==> config.mk <==
export PLATFORM = sky130hd
export DESIGN_NAME = wupc_ctrl
export DESIGN_NICKNAME = d
export VERILOG_FILES = /design/src/core/wupc_pkg.sv /design/src/core/wupc_ctrl.sv /design/src/core/wupc_tick.sv /design/src/core/wupc_joint_timer.sv
export SDC_FILE = /design/constraint.sdc
export NUM_CORES = 2
export LEC_CHECK = 0
export ABC_AREA = 0
export BUFFER_PORTS_ARGS = -buffer_cell sky130_fd_sc_hd__buf_2
export CAP_MARGIN = 20
export CORE_MARGIN = 2
export CORE_UTILIZATION = 60
export DETAILED_ROUTE_END_ITERATION = 8
export PLACE_DENSITY = 0.77
export SYNTH_ARGS = -nofsm -noshare
export SYNTH_HDL_FRONTEND = slang
export SYNTH_SLANG_ARGS = --single-unit
==> constraint.sdc <==
create_clock -name clk -period 222.6 [get_ports clk]
set_clock_uncertainty 0.05 [all_clocks]
set_input_delay 66.78 -clock clk [delete_from_list [all_inputs] [get_ports clk]]
set_output_delay 66.78 -clock clk [all_outputs]
set_load 0.005 [all_outputs]
==> src/core/wupc_pkg.sv <==
// wupc_pkg: constants and carrier types of the warm-up speed state controller
// assumes a single 125 MHz clock domain
package wupc_pkg;
	// ==========================================================
	// timing
	localparam int unsigned CLK_HZ = 125000000;
	localparam int unsigned SEC_PER_MIN = 60;
	// one-second time base, cycles derived from the clock rate
	localparam int unsigned TICK_SEC = 1;
	localparam int unsigned TICK_CYCLES = TICK_SEC * CLK_HZ;
	// ==========================================================
	// configuration limits and defaults
	localparam logic [6:0] OVR_FULL = 7'h64;
	localparam logic [6:0] OVR_MIN = 7'h32;
	localparam logic [6:0] OVR_INIT_DEF = 7'h46;
	localparam logic [5:0] VALID_MAX = 6'h3c;
	localparam logic [5:0] VALID_DEF = 6'h01;
	localparam logic [10:0] RESUME_MIN = 11'h001;
	localparam logic [10:0] RESUME_MAX = 11'h5a0;
	localparam logic [10:0] RESUME_DEF = 11'h03c;
	localparam logic [5:0] HOLD_RATIO_MAX = 6'h32;
	localparam logic [5:0] HOLD_RATIO_DEF = 6'h32;
	localparam int unsigned SEC_W = 17;
	// ==========================================================
	// stored parameters
	typedef struct packed {
		logic warmup_enable_param;
		logic [7:0] target_joint_mask;
		logic [5:0] valid_min;
		logic [10:0] resume_min;
		logic [6:0] init_ovr;
		logic [5:0] hold_ratio;
	} wupc_cfg_t;
	// reported status
	typedef struct packed {
		logic [6:0] current_slowdown_value;
		logic [SEC_W-1:0] remaining_run_time;
		logic [SEC_W-1:0] remaining_stop_time;
	} wupc_stat_t;
endpackage

==> src/core/wupc_ctrl.sv <==
// wupc_ctrl: warm-up speed state controller for one mechanism
// assumes nrst marks controller power-on, cfg is the stored parameter set,
// and off_stop_sec is the stop time carried across power-off by the host
`timescale 1ns/1ps
`default_nettype none
module wupc_ctrl
	import wupc_pkg::*;
#(
	parameter int unsigned NJ = 8,
	parameter int unsigned TICK_CYC = TICK_CYCLES
) (
	input wire logic clk,
	input wire logic nrst,
	input wire wupc_cfg_t cfg,
	input wire logic [NJ-1:0] joint_moving,
	input wire logic was_cancelled,
	input wire logic [SEC_W-1:0] off_stop_sec,
	input wire logic mech_warmup_enable_io,
	input wire logic io_right,
	input wire logic motion_busy,
	input wire logic panel_ovr_view,
	output logic mech_warmup_enable_out,
	output logic mech_warmup_active_out,
	output logic panel_underscore,
	output wupc_stat_t stat
);
	initial begin
		if (NJ < 1 || NJ > 8) begin
			$error("NJ must be 1 to 8");
		end
		if (TICK_CYC < 1) begin
			$error("TICK_CYC must be at least one");
		end
		// the counters and remaining times must hold the longest resume time
		if (int'(RESUME_MAX) * SEC_PER_MIN >= (1 << SEC_W)) begin
			$error("SEC_W too narrow for the resume time");
		end
		if (OVR_MIN >= OVR_FULL) begin
			$error("override floor must lie below full speed");
		end
		if (HOLD_RATIO_MAX > 7'h64) begin
			$error("hold ratio beyond the valid time");
		end
	end

	// ==========================================================
	// state
	typedef enum logic [2:0] {
		ST_OFF = 3'b001,
		ST_WARM = 3'b010,
		ST_NORM = 3'b100
	} wupc_state_t;

	wupc_state_t state_q;
	logic boot_q;
	logic param_en_q;
	logic live_en_q;
	logic en_io_q;
	logic tick;
	logic [NJ-1:0] mask;
	logic [NJ-1:0] clr_run;
	logic [SEC_W-1:0] run_s [NJ];
	logic [SEC_W-1:0] stop_s [NJ];
	logic [SEC_W-1:0] valid_sec;
	logic [SEC_W-1:0] resume_sec;
	logic [SEC_W-1:0] min_run;
	logic [SEC_W-1:0] max_stop;
	logic all_run_done;
	logic any_stop_over;
	logic [6:0] init_ovr;
	logic [5:0] valid_min;
	logic [10:0] resume_min;
	logic [5:0] hold_ratio;
	logic cfg_ok;
	logic en_rise;
	logic io_accept;
	logic [6:0] ovr_d;

	// ==========================================================
	// clamped configuration
	// out-of-range limits are clamped, but an empty mask, a zero valid time or a full initial override disables the block
	// joint mask order
	assign mask = cfg.target_joint_mask[NJ-1:0];
	assign valid_min = (cfg.valid_min > VALID_MAX) ? VALID_MAX : cfg.valid_min;
	assign resume_min = (cfg.resume_min < RESUME_MIN) ? RESUME_MIN :
		((cfg.resume_min > RESUME_MAX) ? RESUME_MAX : cfg.resume_min);
	assign init_ovr = (cfg.init_ovr < OVR_MIN) ? OVR_MIN :
		((cfg.init_ovr > OVR_FULL) ? OVR_FULL : cfg.init_ovr);
	assign hold_ratio = (cfg.hold_ratio > HOLD_RATIO_MAX) ? HOLD_RATIO_MAX : cfg.hold_ratio;
	assign valid_sec = SEC_W'(valid_min * SEC_PER_MIN);
	assign resume_sec = SEC_W'(resume_min * SEC_PER_MIN);
	assign cfg_ok = (mask != '0) && (valid_min != '0) && (init_ovr != OVR_FULL);

	// ==========================================================
	// time base and joint counters
	// clock derived time base
	wupc_tick #(
		.CYCLES(TICK_CYC)
	) u_tick (
		.clk(clk),
		.nrst(nrst),
		.tick(tick)
	);

	genvar gj;
	generate
		for (gj = 0; gj < NJ; gj++) begin : g_joint
			wupc_joint_timer u_jt (
				.clk(clk),
				.nrst(nrst),
				.tick(tick),
				.moving(joint_moving[gj]),
				.clr_run(clr_run[gj]),
				.run_q(run_s[gj]),
				.stop_q(stop_s[gj])
			);
		end
	endgenerate

	// run time is restarted for every joint when warm-up is entered
	always_comb begin
		clr_run = '0;
		if (state_q != ST_WARM) begin
			clr_run = '1;
		end
	end

	always_comb begin
		min_run = '1;
		max_stop = '0;
		all_run_done = 1'b1;
		any_stop_over = 1'b0;
		for (int j = 0; j < NJ; j++) begin
			if (mask[j]) begin
				if (run_s[j] < min_run) begin
					min_run = run_s[j];
				end
				if (stop_s[j] > max_stop) begin
					max_stop = stop_s[j];
				end
				if (!(run_s[j] > valid_sec)) begin
					all_run_done = 1'b0;
				end
				if (stop_s[j] > resume_sec) begin
					any_stop_over = 1'b1;
				end
			end
		end
	end

	// ==========================================================
	// enable handling
	// later writes of the stored enable wait for the next power-on
	// latch at power-on
	always_ff @(posedge clk or negedge nrst) begin
		if (!nrst) begin
			boot_q <= 1'b1;
		end else begin
			boot_q <= 1'b0;
		end
	end

	always_ff @(posedge clk or negedge nrst) begin
		if (!nrst) begin
			param_en_q <= 1'b0;
		end else if (boot_q) begin
			param_en_q <= cfg.warmup_enable_param;
		end
	end

	assign io_accept = io_right && !motion_busy && param_en_q && cfg_ok;

	always_ff @(posedge clk or negedge nrst) begin
		if (!nrst) begin
			live_en_q <= 1'b0;
		end else if (boot_q) begin
			live_en_q <= cfg.warmup_enable_param;
		end else if (io_accept) begin
			live_en_q <= mech_warmup_enable_io;
		end
	end

	// one-cycle pulse marking a take from disabled to enabled
	always_ff @(posedge clk or negedge nrst) begin
		if (!nrst) begin
			en_io_q <= 1'b0;
		end else begin
			en_io_q <= io_accept && mech_warmup_enable_io && !live_en_q;
		end
	end
	assign en_rise = en_io_q;

	// ==========================================================
	// state machine
	// nothing leaves OFF until boot_q has let the stored enable settle
	always_ff @(posedge clk or negedge nrst) begin
		if (!nrst) begin
			state_q <= ST_OFF;
		end else if (!(param_en_q && live_en_q && cfg_ok) && !boot_q) begin
			state_q <= ST_OFF;
		end else begin
			unique case (state_q)
				ST_OFF: begin
					if (!boot_q && param_en_q && live_en_q && cfg_ok) begin
						if (was_cancelled && off_stop_sec < resume_sec && !en_rise) begin
							state_q <= ST_NORM;
						end else begin
							state_q <= ST_WARM;
						end
					end
				end
				ST_WARM: begin
					if (all_run_done) begin
						state_q <= ST_NORM;
					end
				end
				ST_NORM: begin
					if (any_stop_over || en_rise) begin
						state_q <= ST_WARM;
					end
				end
				default: begin
					state_q <= ST_OFF;
				end
			endcase
		end
	end

	// ==========================================================
	// override ramp: hold at initial value, then linear to full
	// ramp with least run time
	always_comb begin
		logic [SEC_W+7:0] hold_sec;
		logic [SEC_W+7:0] span;
		logic [SEC_W+7:0] past;
		logic [SEC_W+15:0] step;
		hold_sec = (SEC_W + 8)'((valid_sec * hold_ratio) / 100);
		span = (SEC_W + 8)'(valid_sec) - hold_sec;
		past = ((SEC_W + 8)'(min_run) > hold_sec) ? (SEC_W + 8)'(min_run) - hold_sec : '0;
		step = '0;
		ovr_d = OVR_FULL;
		if (state_q == ST_WARM) begin
			if (span != '0) begin
				step = (SEC_W + 16)'((past * (OVR_FULL - init_ovr)) / span);
			end
			// warm-up never reports full speed
			if ((SEC_W + 16)'(init_ovr) + step >= (SEC_W + 16)'(OVR_FULL)) begin
				ovr_d = OVR_FULL - 7'h01;
			end else begin
				ovr_d = init_ovr + step[6:0];
			end
		end
	end

	// ==========================================================
	// status
	// remaining times read zero where they do not apply
	// 100 in normal, below in warm-up
	always_ff @(posedge clk or negedge nrst) begin
		if (!nrst) begin
			stat <= '{OVR_FULL, '0, '0};
		end else begin
			stat.current_slowdown_value <= ovr_d;
			stat.remaining_run_time <= (state_q == ST_WARM && valid_sec >= min_run) ?
				valid_sec - min_run : '0;
			stat.remaining_stop_time <= (state_q == ST_NORM && resume_sec >= max_stop) ?
				resume_sec - max_stop : '0;
		end
	end

	always_ff @(posedge clk or negedge nrst) begin
		if (!nrst) begin
			mech_warmup_active_out <= 1'b0;
		end else begin
			mech_warmup_active_out <= (state_q == ST_WARM);
		end
	end

	always_ff @(posedge clk or negedge nrst) begin
		if (!nrst) begin
			panel_underscore <= 1'b0;
		end else begin
			panel_underscore <= (state_q == ST_WARM) && panel_ovr_view;
		end
	end

	always_ff @(posedge clk or negedge nrst) begin
		if (!nrst) begin
			mech_warmup_enable_out <= 1'b0;
		end else begin
			mech_warmup_enable_out <= param_en_q && live_en_q && cfg_ok;
		end
	end
endmodule
`default_nettype wire

==> src/core/wupc_tick.sv <==
// wupc_tick: free running divider giving a one-cycle pulse per period
// assumes clk is the controller clock
`timescale 1ns/1ps
`default_nettype none
module wupc_tick #(
	parameter int unsigned CYCLES = 125000000
) (
	input wire logic clk,
	input wire logic nrst,
	output logic tick
);
	localparam int unsigned W = $clog2(CYCLES + 1);
	logic [W-1:0] cnt_q;
	initial begin
		if (CYCLES < 1) begin
			$error("CYCLES must be at least one");
		end
	end
	always_ff @(posedge clk or negedge nrst) begin
		if (!nrst) begin
			cnt_q <= '0;
		end else if (cnt_q == W'(CYCLES - 1)) begin
			cnt_q <= '0;
		end else begin
			cnt_q <= cnt_q + 1'b1;
		end
	end
	assign tick = (cnt_q == W'(CYCLES - 1));
endmodule
`default_nettype wire

==> src/core/wupc_joint_timer.sv <==
// wupc_joint_timer: per-joint run and continuous stop second counters
// assumes tick is a one-cycle pulse once per second
`timescale 1ns/1ps
`default_nettype none
module wupc_joint_timer
	import wupc_pkg::*;
(
	input wire logic clk,
	input wire logic nrst,
	input wire logic tick,
	input wire logic moving,
	input wire logic clr_run,
	output logic [SEC_W-1:0] run_q,
	output logic [SEC_W-1:0] stop_q
);
	localparam logic [SEC_W-1:0] SAT = '1;
	// saturating, so a very long idle never wraps to a short one
	always_ff @(posedge clk or negedge nrst) begin
		if (!nrst) begin
			run_q <= '0;
		end else if (clr_run) begin
			run_q <= '0;
		end else if (tick && moving && run_q != SAT) begin
			run_q <= run_q + 1'b1;
		end
	end
	// a joint counts as stopped whenever it is still, whatever the other joints do
	always_ff @(posedge clk or negedge nrst) begin
		if (!nrst) begin
			stop_q <= '0;
		end else if (moving) begin
			stop_q <= '0;
		end else if (tick && stop_q != SAT) begin
			stop_q <= stop_q + 1'b1;
		end
	end
endmodule
`default_nettype wire

=== Yosys cells after proc, flatten, opt, wreduce, memory -nomap -nowiden ===
Cells that the tools add are included.

* Register bits after elaboration: 350
* Output and inout bits: 44

* Reduce and logical (&&, ||, !) cells: 69
* Equal/unequal tests: 25
* Add/sub/neg operators: 24
* Divide/modulo/power cells: 2
* Multipliers: 4
* Multiplexer cells: 119
* $lt $le $gt $ge: 43

{| class="wikitable"
|+ Operators with widths
! cell !! number
|-
| 2-to-1 mux 17 bit || 66
|-
| adder 17 x 1 -> 17 bit (second input constant) || 16
|-
| inequality test 17 bit (second input constant) || 16
|-
| > comparator 17 bit || 15
|-
| > comparator 17 x 12 -> 1 bit || 8
|-
| less-than comparator 17 bit || 8
|-
| 2-to-1 mux 33 bit || 2
|-
| logical AND 1 bit || 42
|-
| 2-to-1 mux 1 bit || 34
|-
| nonzero test 2 bit || 17
|-
| adder 7 x 33 -> 33 bit || 1
|-
| divider 33 x 25 -> 33 bit || 1
|-
| greater-or-equal comparator 33 x 7 -> 1 bit (second input constant) || 1
|-
| multiplier 26 x 8 -> 33 bit || 1
|-
| divider 23 x 7 -> 32 bit (second input constant) || 1
|-
| 2-to-1 mux 7 bit || 4
|-
| adder 27 x 1 -> 27 bit (second input constant) || 1
|-
| equality test 27 bit (second input constant) || 1
|-
| 2-to-1 mux 27 bit || 1
|-
| > comparator 17 x 25 -> 1 bit || 1
|-
| 2-to-1 mux 25 bit || 1
|-
| nonzero test 25 bit || 1
|-
| subtractor 12 x 25 -> 25 bit || 1
|-
| subtractor 17 x 25 -> 25 bit || 1
|-
| other kinds (32) || 45
|}

=== Depth between registers and ports, before layout ===
* Word-level depth: 34
* Gate-level depth with buffers: 978
* Mapped depth without buffers: 930

=== Cells and area by module ===
Synthesis repeated with hierarchy kept, for this count alone.

* Cells, all modules: 9153
* Area total of the unflattened synthesis: 71173.3 µm²

{| class="wikitable"
|+ By module, submodules not included
! module !! cells an instance !! area each (µm²) !! seq. area each (µm²) !! times used
|-
| wupc_ctrl || 7511 || 55459.4 || 1282.5 || 1
|-
| wupc_joint_timer || 187 || 1786.7 || 850.8 || 8
|-
| wupc_tick || 146 || 1420.1 || 675.6 || 1
|}

=== Worst setup path after synthesis ===
OpenSTA, ideal clock, no wires.

* Path kind: input-to-reg
* Start point: input port cfg[30] (netlist name)
* End point: register stat[39] (netlist name)
* Setup time: 0.083 ns
* Arrival: 226.208 ns
* Stages on the path: 960
* Path slack: -3.741 ns
* Cells stage by stage: clkbuf_1 inv_1 clkbuf_1 nor2_1 ha_1 o21a_1 o21a_1 o21a_1 o21a_1 o21a_1 o21a_1 o21a_1 o21a_1 o21a_1 o21a_1 o21a_1 o21a_1 o21ai_0 [924 not listed] a21o_1 a21oi_1 o21bai_1 a21oi_1 inv_1 a21oi_1 nor4b_2 nand4_1 or4_1 clkbuf_1 nor3_1 o31ai_1 nand2_1 nor4_1 nand4_1 a221oi_1 and2_1 nand2_1

* Cells in the longest elaborated chain, start to end: 32
* Elaborated cells between the ends (all ways): 34
* Classes of those cells: 3 x add/sub; 1 x mul; 1 x div; 9 x order compare; 20 x mux

{| class="wikitable"
|+ RTL lines
! element !! RTL line !! RTL
|-
| from (decl) || wupc_ctrl.sv:14 || <nowiki>input wire wupc_cfg_t cfg,</nowiki>
|-
| 2-to-1 mux 17 bit * || wupc_ctrl.sv:134 || <nowiki>if (mask[j]) begin</nowiki>
|-
| less-than comparator 17 bit || wupc_ctrl.sv:135 || <nowiki>if (run_s[j] < min_run) begin</nowiki>
|-
| 2-to-1 mux 17 bit || wupc_ctrl.sv:135 ||
|-
| 2-to-1 mux 17 bit * || wupc_ctrl.sv:134 ||
|-
| less-than comparator 17 bit || wupc_ctrl.sv:135 ||
|-
| 2-to-1 mux 17 bit || wupc_ctrl.sv:135 ||
|-
| 2-to-1 mux 17 bit * || wupc_ctrl.sv:134 ||
|-
| less-than comparator 17 bit || wupc_ctrl.sv:135 ||
|-
| [17 not listed] || -- ||
|-
| divider 33 x 25 -> 33 bit * || wupc_ctrl.sv:244 || <nowiki>step = (SEC_W + 16)'((past * (OVR_FULL - init_ovr)) / span);</nowiki>
|-
| 2-to-1 mux 33 bit * || wupc_ctrl.sv:243 || <nowiki>if (span != '0) begin</nowiki>
|-
| 2-to-1 mux 33 bit * || wupc_ctrl.sv:242 || <nowiki>if (state_q == ST_WARM) begin</nowiki>
|-
| adder 7 x 33 -> 33 bit || wupc_ctrl.sv:247 || <nowiki>if ((SEC_W + 16)'(init_ovr) + step >= (SEC_W + 16)'(OVR_FULL)) begin</nowiki>
|-
| greater-or-equal comparator 33 x 7 -> 1 bit || wupc_ctrl.sv:247 ||
|-
| 2-to-1 mux 7 bit * || wupc_ctrl.sv:247 ||
|-
| 2-to-1 mux 7 bit * || wupc_ctrl.sv:242 ||
|-
| via ovr_d[5] || wupc_ctrl.sv:77 || <nowiki>logic [6:0] ovr_d;</nowiki>
|-
| to (signal assigned) || wupc_ctrl.sv:261 || <nowiki>stat <= '{OVR_FULL, '0, '0};</nowiki>
|-
| to (decl) || wupc_ctrl.sv:25 || <nowiki>output wupc_stat_t stat</nowiki>
|}

The timed path passes the listed nets; every way through them passes the cells marked *. The select of a mux whose other input is x is not followed.
A chain may end at the register's enable or synchronous reset.

==> out/summary.md <==
The tools report the area occupied by registers as 8760 sq um. The effective utilization at floorplan was 0.603; the number of standard cells after synthesis was 9051. The floorplan has 125 rows.

The clock insertion delay at the later pin of the skew report came out at 0.64 ns. The count of buffers from port buffering works out to 112. The fraction of final layout cells with drive strength greater than 1 was 0.215; the number of placed cells counting well taps was 11500.

For this run, design rule violations remaining after detail routing come to 2. The number of register bits inferred by synthesis is 350. After detailed routing, the average wire length per cell comes to 19.6 um.

The run finished, with violations left. The category of the worst setup path capture point was a flop. The area overhead of the layout relative to synthesis is 21.5%, and the required time of the critical path is 223.02 ns. The chip height was 345 um; the total congestion overflow was 0. The most common cell in the synthesized netlist is sky130_fd_sc_hd__ha_1. The number of global-route vias before repair was 70300. TritonCTS built the clock tree. Synthesized area per cell: 7.71 sq um. The global-route track usage on met1 came out at 0.481. The endpoint identified for the worst register-to-register timing path is stat[35]. Startpoint of the most critical setup path: cfg[30].

Using the TritonRoute via totals, the vias-per-cell ratio works out to 6.25. Share of the core filled with cells: 0.733. The multi-input combinational cells in the finished layout cover a total of 59600 sq um. The tree is rooted in a sky130_fd_sc_hd__clkbuf_16. The part of the Yosys area used for sequential elements was 0.126.

Entering global routing, the biggest net connects 116 pins. The category of the critical setup timing path was primary input to flop. Counting flops with a built-in enable in the synthesized netlist gives 0. The floorplan die width was 345 um; the met2 global-route usage was 0.599. For this run, the number of Yosys warnings is 0. The cell type with the highest occurrence count on the critical path is sky130_fd_sc_hd__o21a_1.

Most used routing layer in global routing: met2. Among all stages on the critical path, the largest delay is contributed by sky130_fd_sc_hd__or4_4. The tools report the top-level I/O count as 115. In the synthesized netlist, the cells that appear most often are sky130_fd_sc_hd__ha_1 (1213), sky130_fd_sc_hd__nor2_1 (1052), sky130_fd_sc_hd__inv_1 (715), sky130_fd_sc_hd__nand2_1 (642), sky130_fd_sc_hd__a21oi_1 (537).

The largest total area in the synthesized netlist belongs to sky130_fd_sc_hd__ha_1. The register clock-pin slew on the reported worst setup and hold paths was 0.06 ns; the relative slew slack was 0.129. The TritonCTS sink count was 350.

The worst path in the final design needs a cycle of 219.07 ns, including I/O delays and setup. The layout has 8866 filler cells. The hold violation total from the final report is 0. The detail route stage leaves a number of antenna-violating nets equal to 0. For the initial antenna violation count, the log shows 6. The tools report the startpoint of the lowest-slack register-to-register path as g_joint[0].u_jt.run_q[4].

The run gives 0 as the number of maximum-capacitance violations. The tightest min-delay check is of the flop to flop type. For the worst flop-to-flop path, the logic depth is 931. The area share of the largest cell type after synthesis came out at 0.218. The most critical setup path has its endpoint at stat[35].

The number of DRC markers after the initial detailed-route iteration is 6494. The first global-routing pass estimated 360000 um of wire. The congestion estimate from routability-driven global placement came to 0.989. At the pin with the least slew margin, the transition time is 1.30 ns. The total number of H-tree levels was 2; the final count of pins violating max slew was 0. Setup repair after global routing could not meet its margin everywhere. Timing would allow up to 4.56 MHz.

The area of the core was 116000 sq um; the total number of vias was 74000. By area the synthesized netlist is led by sky130_fd_sc_hd__ha_1 (22%), sky130_fd_sc_hd__dfrtp_1 (12%), sky130_fd_sc_hd__fa_1 (5.7%). The worst path arrival time was 219.49 ns.

The post-placement setup slack is -2.42 ns. The die covers 119000 sq um. In this run the cell area of the synthesized design comes to 69800 sq um. The logs give 11800 for the final net count and 232000 um for the post-detailed-routing wire length.

The maximum fanout along the worst path came out at 7. Buffers inserted during clock tree synthesis total 44. For the setup slack of the critical path after layout, the log shows 3.53 ns. The tools report the total global-route track usage as 0.364. The logs give 3 for the number of buffers on the longest clock path and 68.70 ns for the register-to-register setup slack. The run gives 11800 as the final cell count without fillers. Met3 track demand over resource: 0.0452. The number of hold-repair buffers added at the cts stage was 0. The prevailing post-synth register cell is sky130_fd_sc_hd__dfrtp_1. The cell count of the worst hold path came out at 1. The checks that failed: DRC. Setup violations remaining at the end of the flow were counted as 0. The part of the cycle the worst path needs was 0.984. The type of element launching the critical path is a primary input. The synthesized netlist contains 128 unique library cells.

On the worst path, the slowest cell contributes a delay of 0.60 ns. The post-route standard cell area excluding fillers was 84800 sq um; the HPWL reported at the end of detailed placement was 176000 um. The pre-antenna-repair detailed-routing pass consisted of 8 iterations.

The placed instance area is 79500 sq um, and the async set-reset flop share out of synthesis is 1.00.
## state kept, by name (all words and copies together), names as in the netlist
signal	count
boot_q	1
en_io_q	1
g_joint.u_jt.run_q	136
g_joint.u_jt.stop_q	136
live_en_q	1
mech_warmup_active_out	1
mech_warmup_enable_out	1
panel_underscore	1
param_en_q	1
stat	41
state_q	3
u_tick.cnt_q	27
## what timing repair did
item                                    CTS  global route
pin swaps                                 6           363
endpoints found under the setup margin    7             7
setup buffers                             5           211
gates resized for setup                  49           569
cloned                                    0             5
## worst max-delay path, delay by kind of cell
kind	cells	cell delay, ns
buf+inv	62	7.07
simple gates	239	30.01
xor+xnor	2	0.33
mux	5	1.27
fa+ha+maj	46	13.48
compound gates	517	89.04
## final cells by class
| type | count | share of cell area |
|---|---|---|
| Inverter | 723 | 0.0321 |
| Clock inverter | 27 | 0.00391 |
| Sequential cell | 350 | 0.103 |
| Antenna cell | 4 | 0.000118 |
| Multi-Input combinational cell | 7781 | 0.703 |
| Clock buffer | 54 | 0.0138 |
| Timing Repair Buffer | 1377 | 0.121 |
| Tap cell | 1524 | 0.0225 |
## metrics by stage
stage	hold WS, ns	setup TNS (ns)
finish	0.426	0
global route	0.456	-31.03
CTS	0.431	0
detailed placement	0.417	-16.68
global placement	0.407	0
floorplan	0.388	0
## layout by cell type (no fill, tap or decap), types with 63 or more instances in the layout
master	n
sky130_fd_sc_hd__o21a_1	378
sky130_fd_sc_hd__buf_4	1227
sky130_fd_sc_hd__o21ai_1	107
sky130_fd_sc_hd__mux2_2	197
sky130_fd_sc_hd__buf_2	113
sky130_fd_sc_hd__nor2_1	1011
sky130_fd_sc_hd__nand2_1	624
sky130_fd_sc_hd__or3_1	121
sky130_fd_sc_hd__mux2i_1	74
sky130_fd_sc_hd__a21oi_1	432
sky130_fd_sc_hd__nor2b_1	119
sky130_fd_sc_hd__xnor2_1	255
sky130_fd_sc_hd__and3_1	63
sky130_fd_sc_hd__inv_1	696
sky130_fd_sc_hd__o21ai_0	375
sky130_fd_sc_hd__a21o_1	201
sky130_fd_sc_hd__nand3_1	195
sky130_fd_sc_hd__nor3_1	417
sky130_fd_sc_hd__nand2b_1	149
sky130_fd_sc_hd__ha_1	1181
sky130_fd_sc_hd__fa_1	197
sky130_fd_sc_hd__o21ai_2	66
sky130_fd_sc_hd__o21bai_1	64
sky130_fd_sc_hd__nand4_1	197
sky130_fd_sc_hd__dfrtp_1	345
sky130_fd_sc_hd__xor2_1	209
sky130_fd_sc_hd__a21oi_2	101
sky130_fd_sc_hd__o31ai_1	78
## cells by family (layout without fill, tap and decap cells)
family | count (synthesis) | count (layout) | synth area share
flip-flops | 350 | 350 | 0.126
adder cells (fa/ha/maj) | 1417 | 1417 | 0.275
AO/OA/AOI/OAI | 2244 | 2245 | 0.211
multiplexers | 298 | 298 | 0.0468
other | 2 | 58 | 0.000108
AND/OR/NAND/NOR | 3290 | 3290 | 0.227
buffers and inverters | 973 | 2181 | 0.0535
XOR/XNOR | 477 | 477 | 0.0606
## per-layer routing
metal / up-vias / part of all wire
li1: 34900 / -
met1: 35300 / 0.41
met2: 3082 / 0.45
met3: 711 / 0.081
met4: 2 / 0.050
met5: - / 0.000056
## how the worst min path moves through the flow
stage                            endpoint       startpoint
final                     u_tick.cnt_q[4]  u_tick.cnt_q[4]
after global routing      u_tick.cnt_q[4]  u_tick.cnt_q[4]
after CTS                 u_tick.cnt_q[4]  u_tick.cnt_q[4]
after detailed placement  u_tick.cnt_q[4]  u_tick.cnt_q[4]
after global placement    u_tick.cnt_q[4]  u_tick.cnt_q[4]
after floorplan           u_tick.cnt_q[4]  u_tick.cnt_q[4]
Power is not shown: default switching activity piles up to over one toggle a cycle in this logic, so the estimate is an artifact.
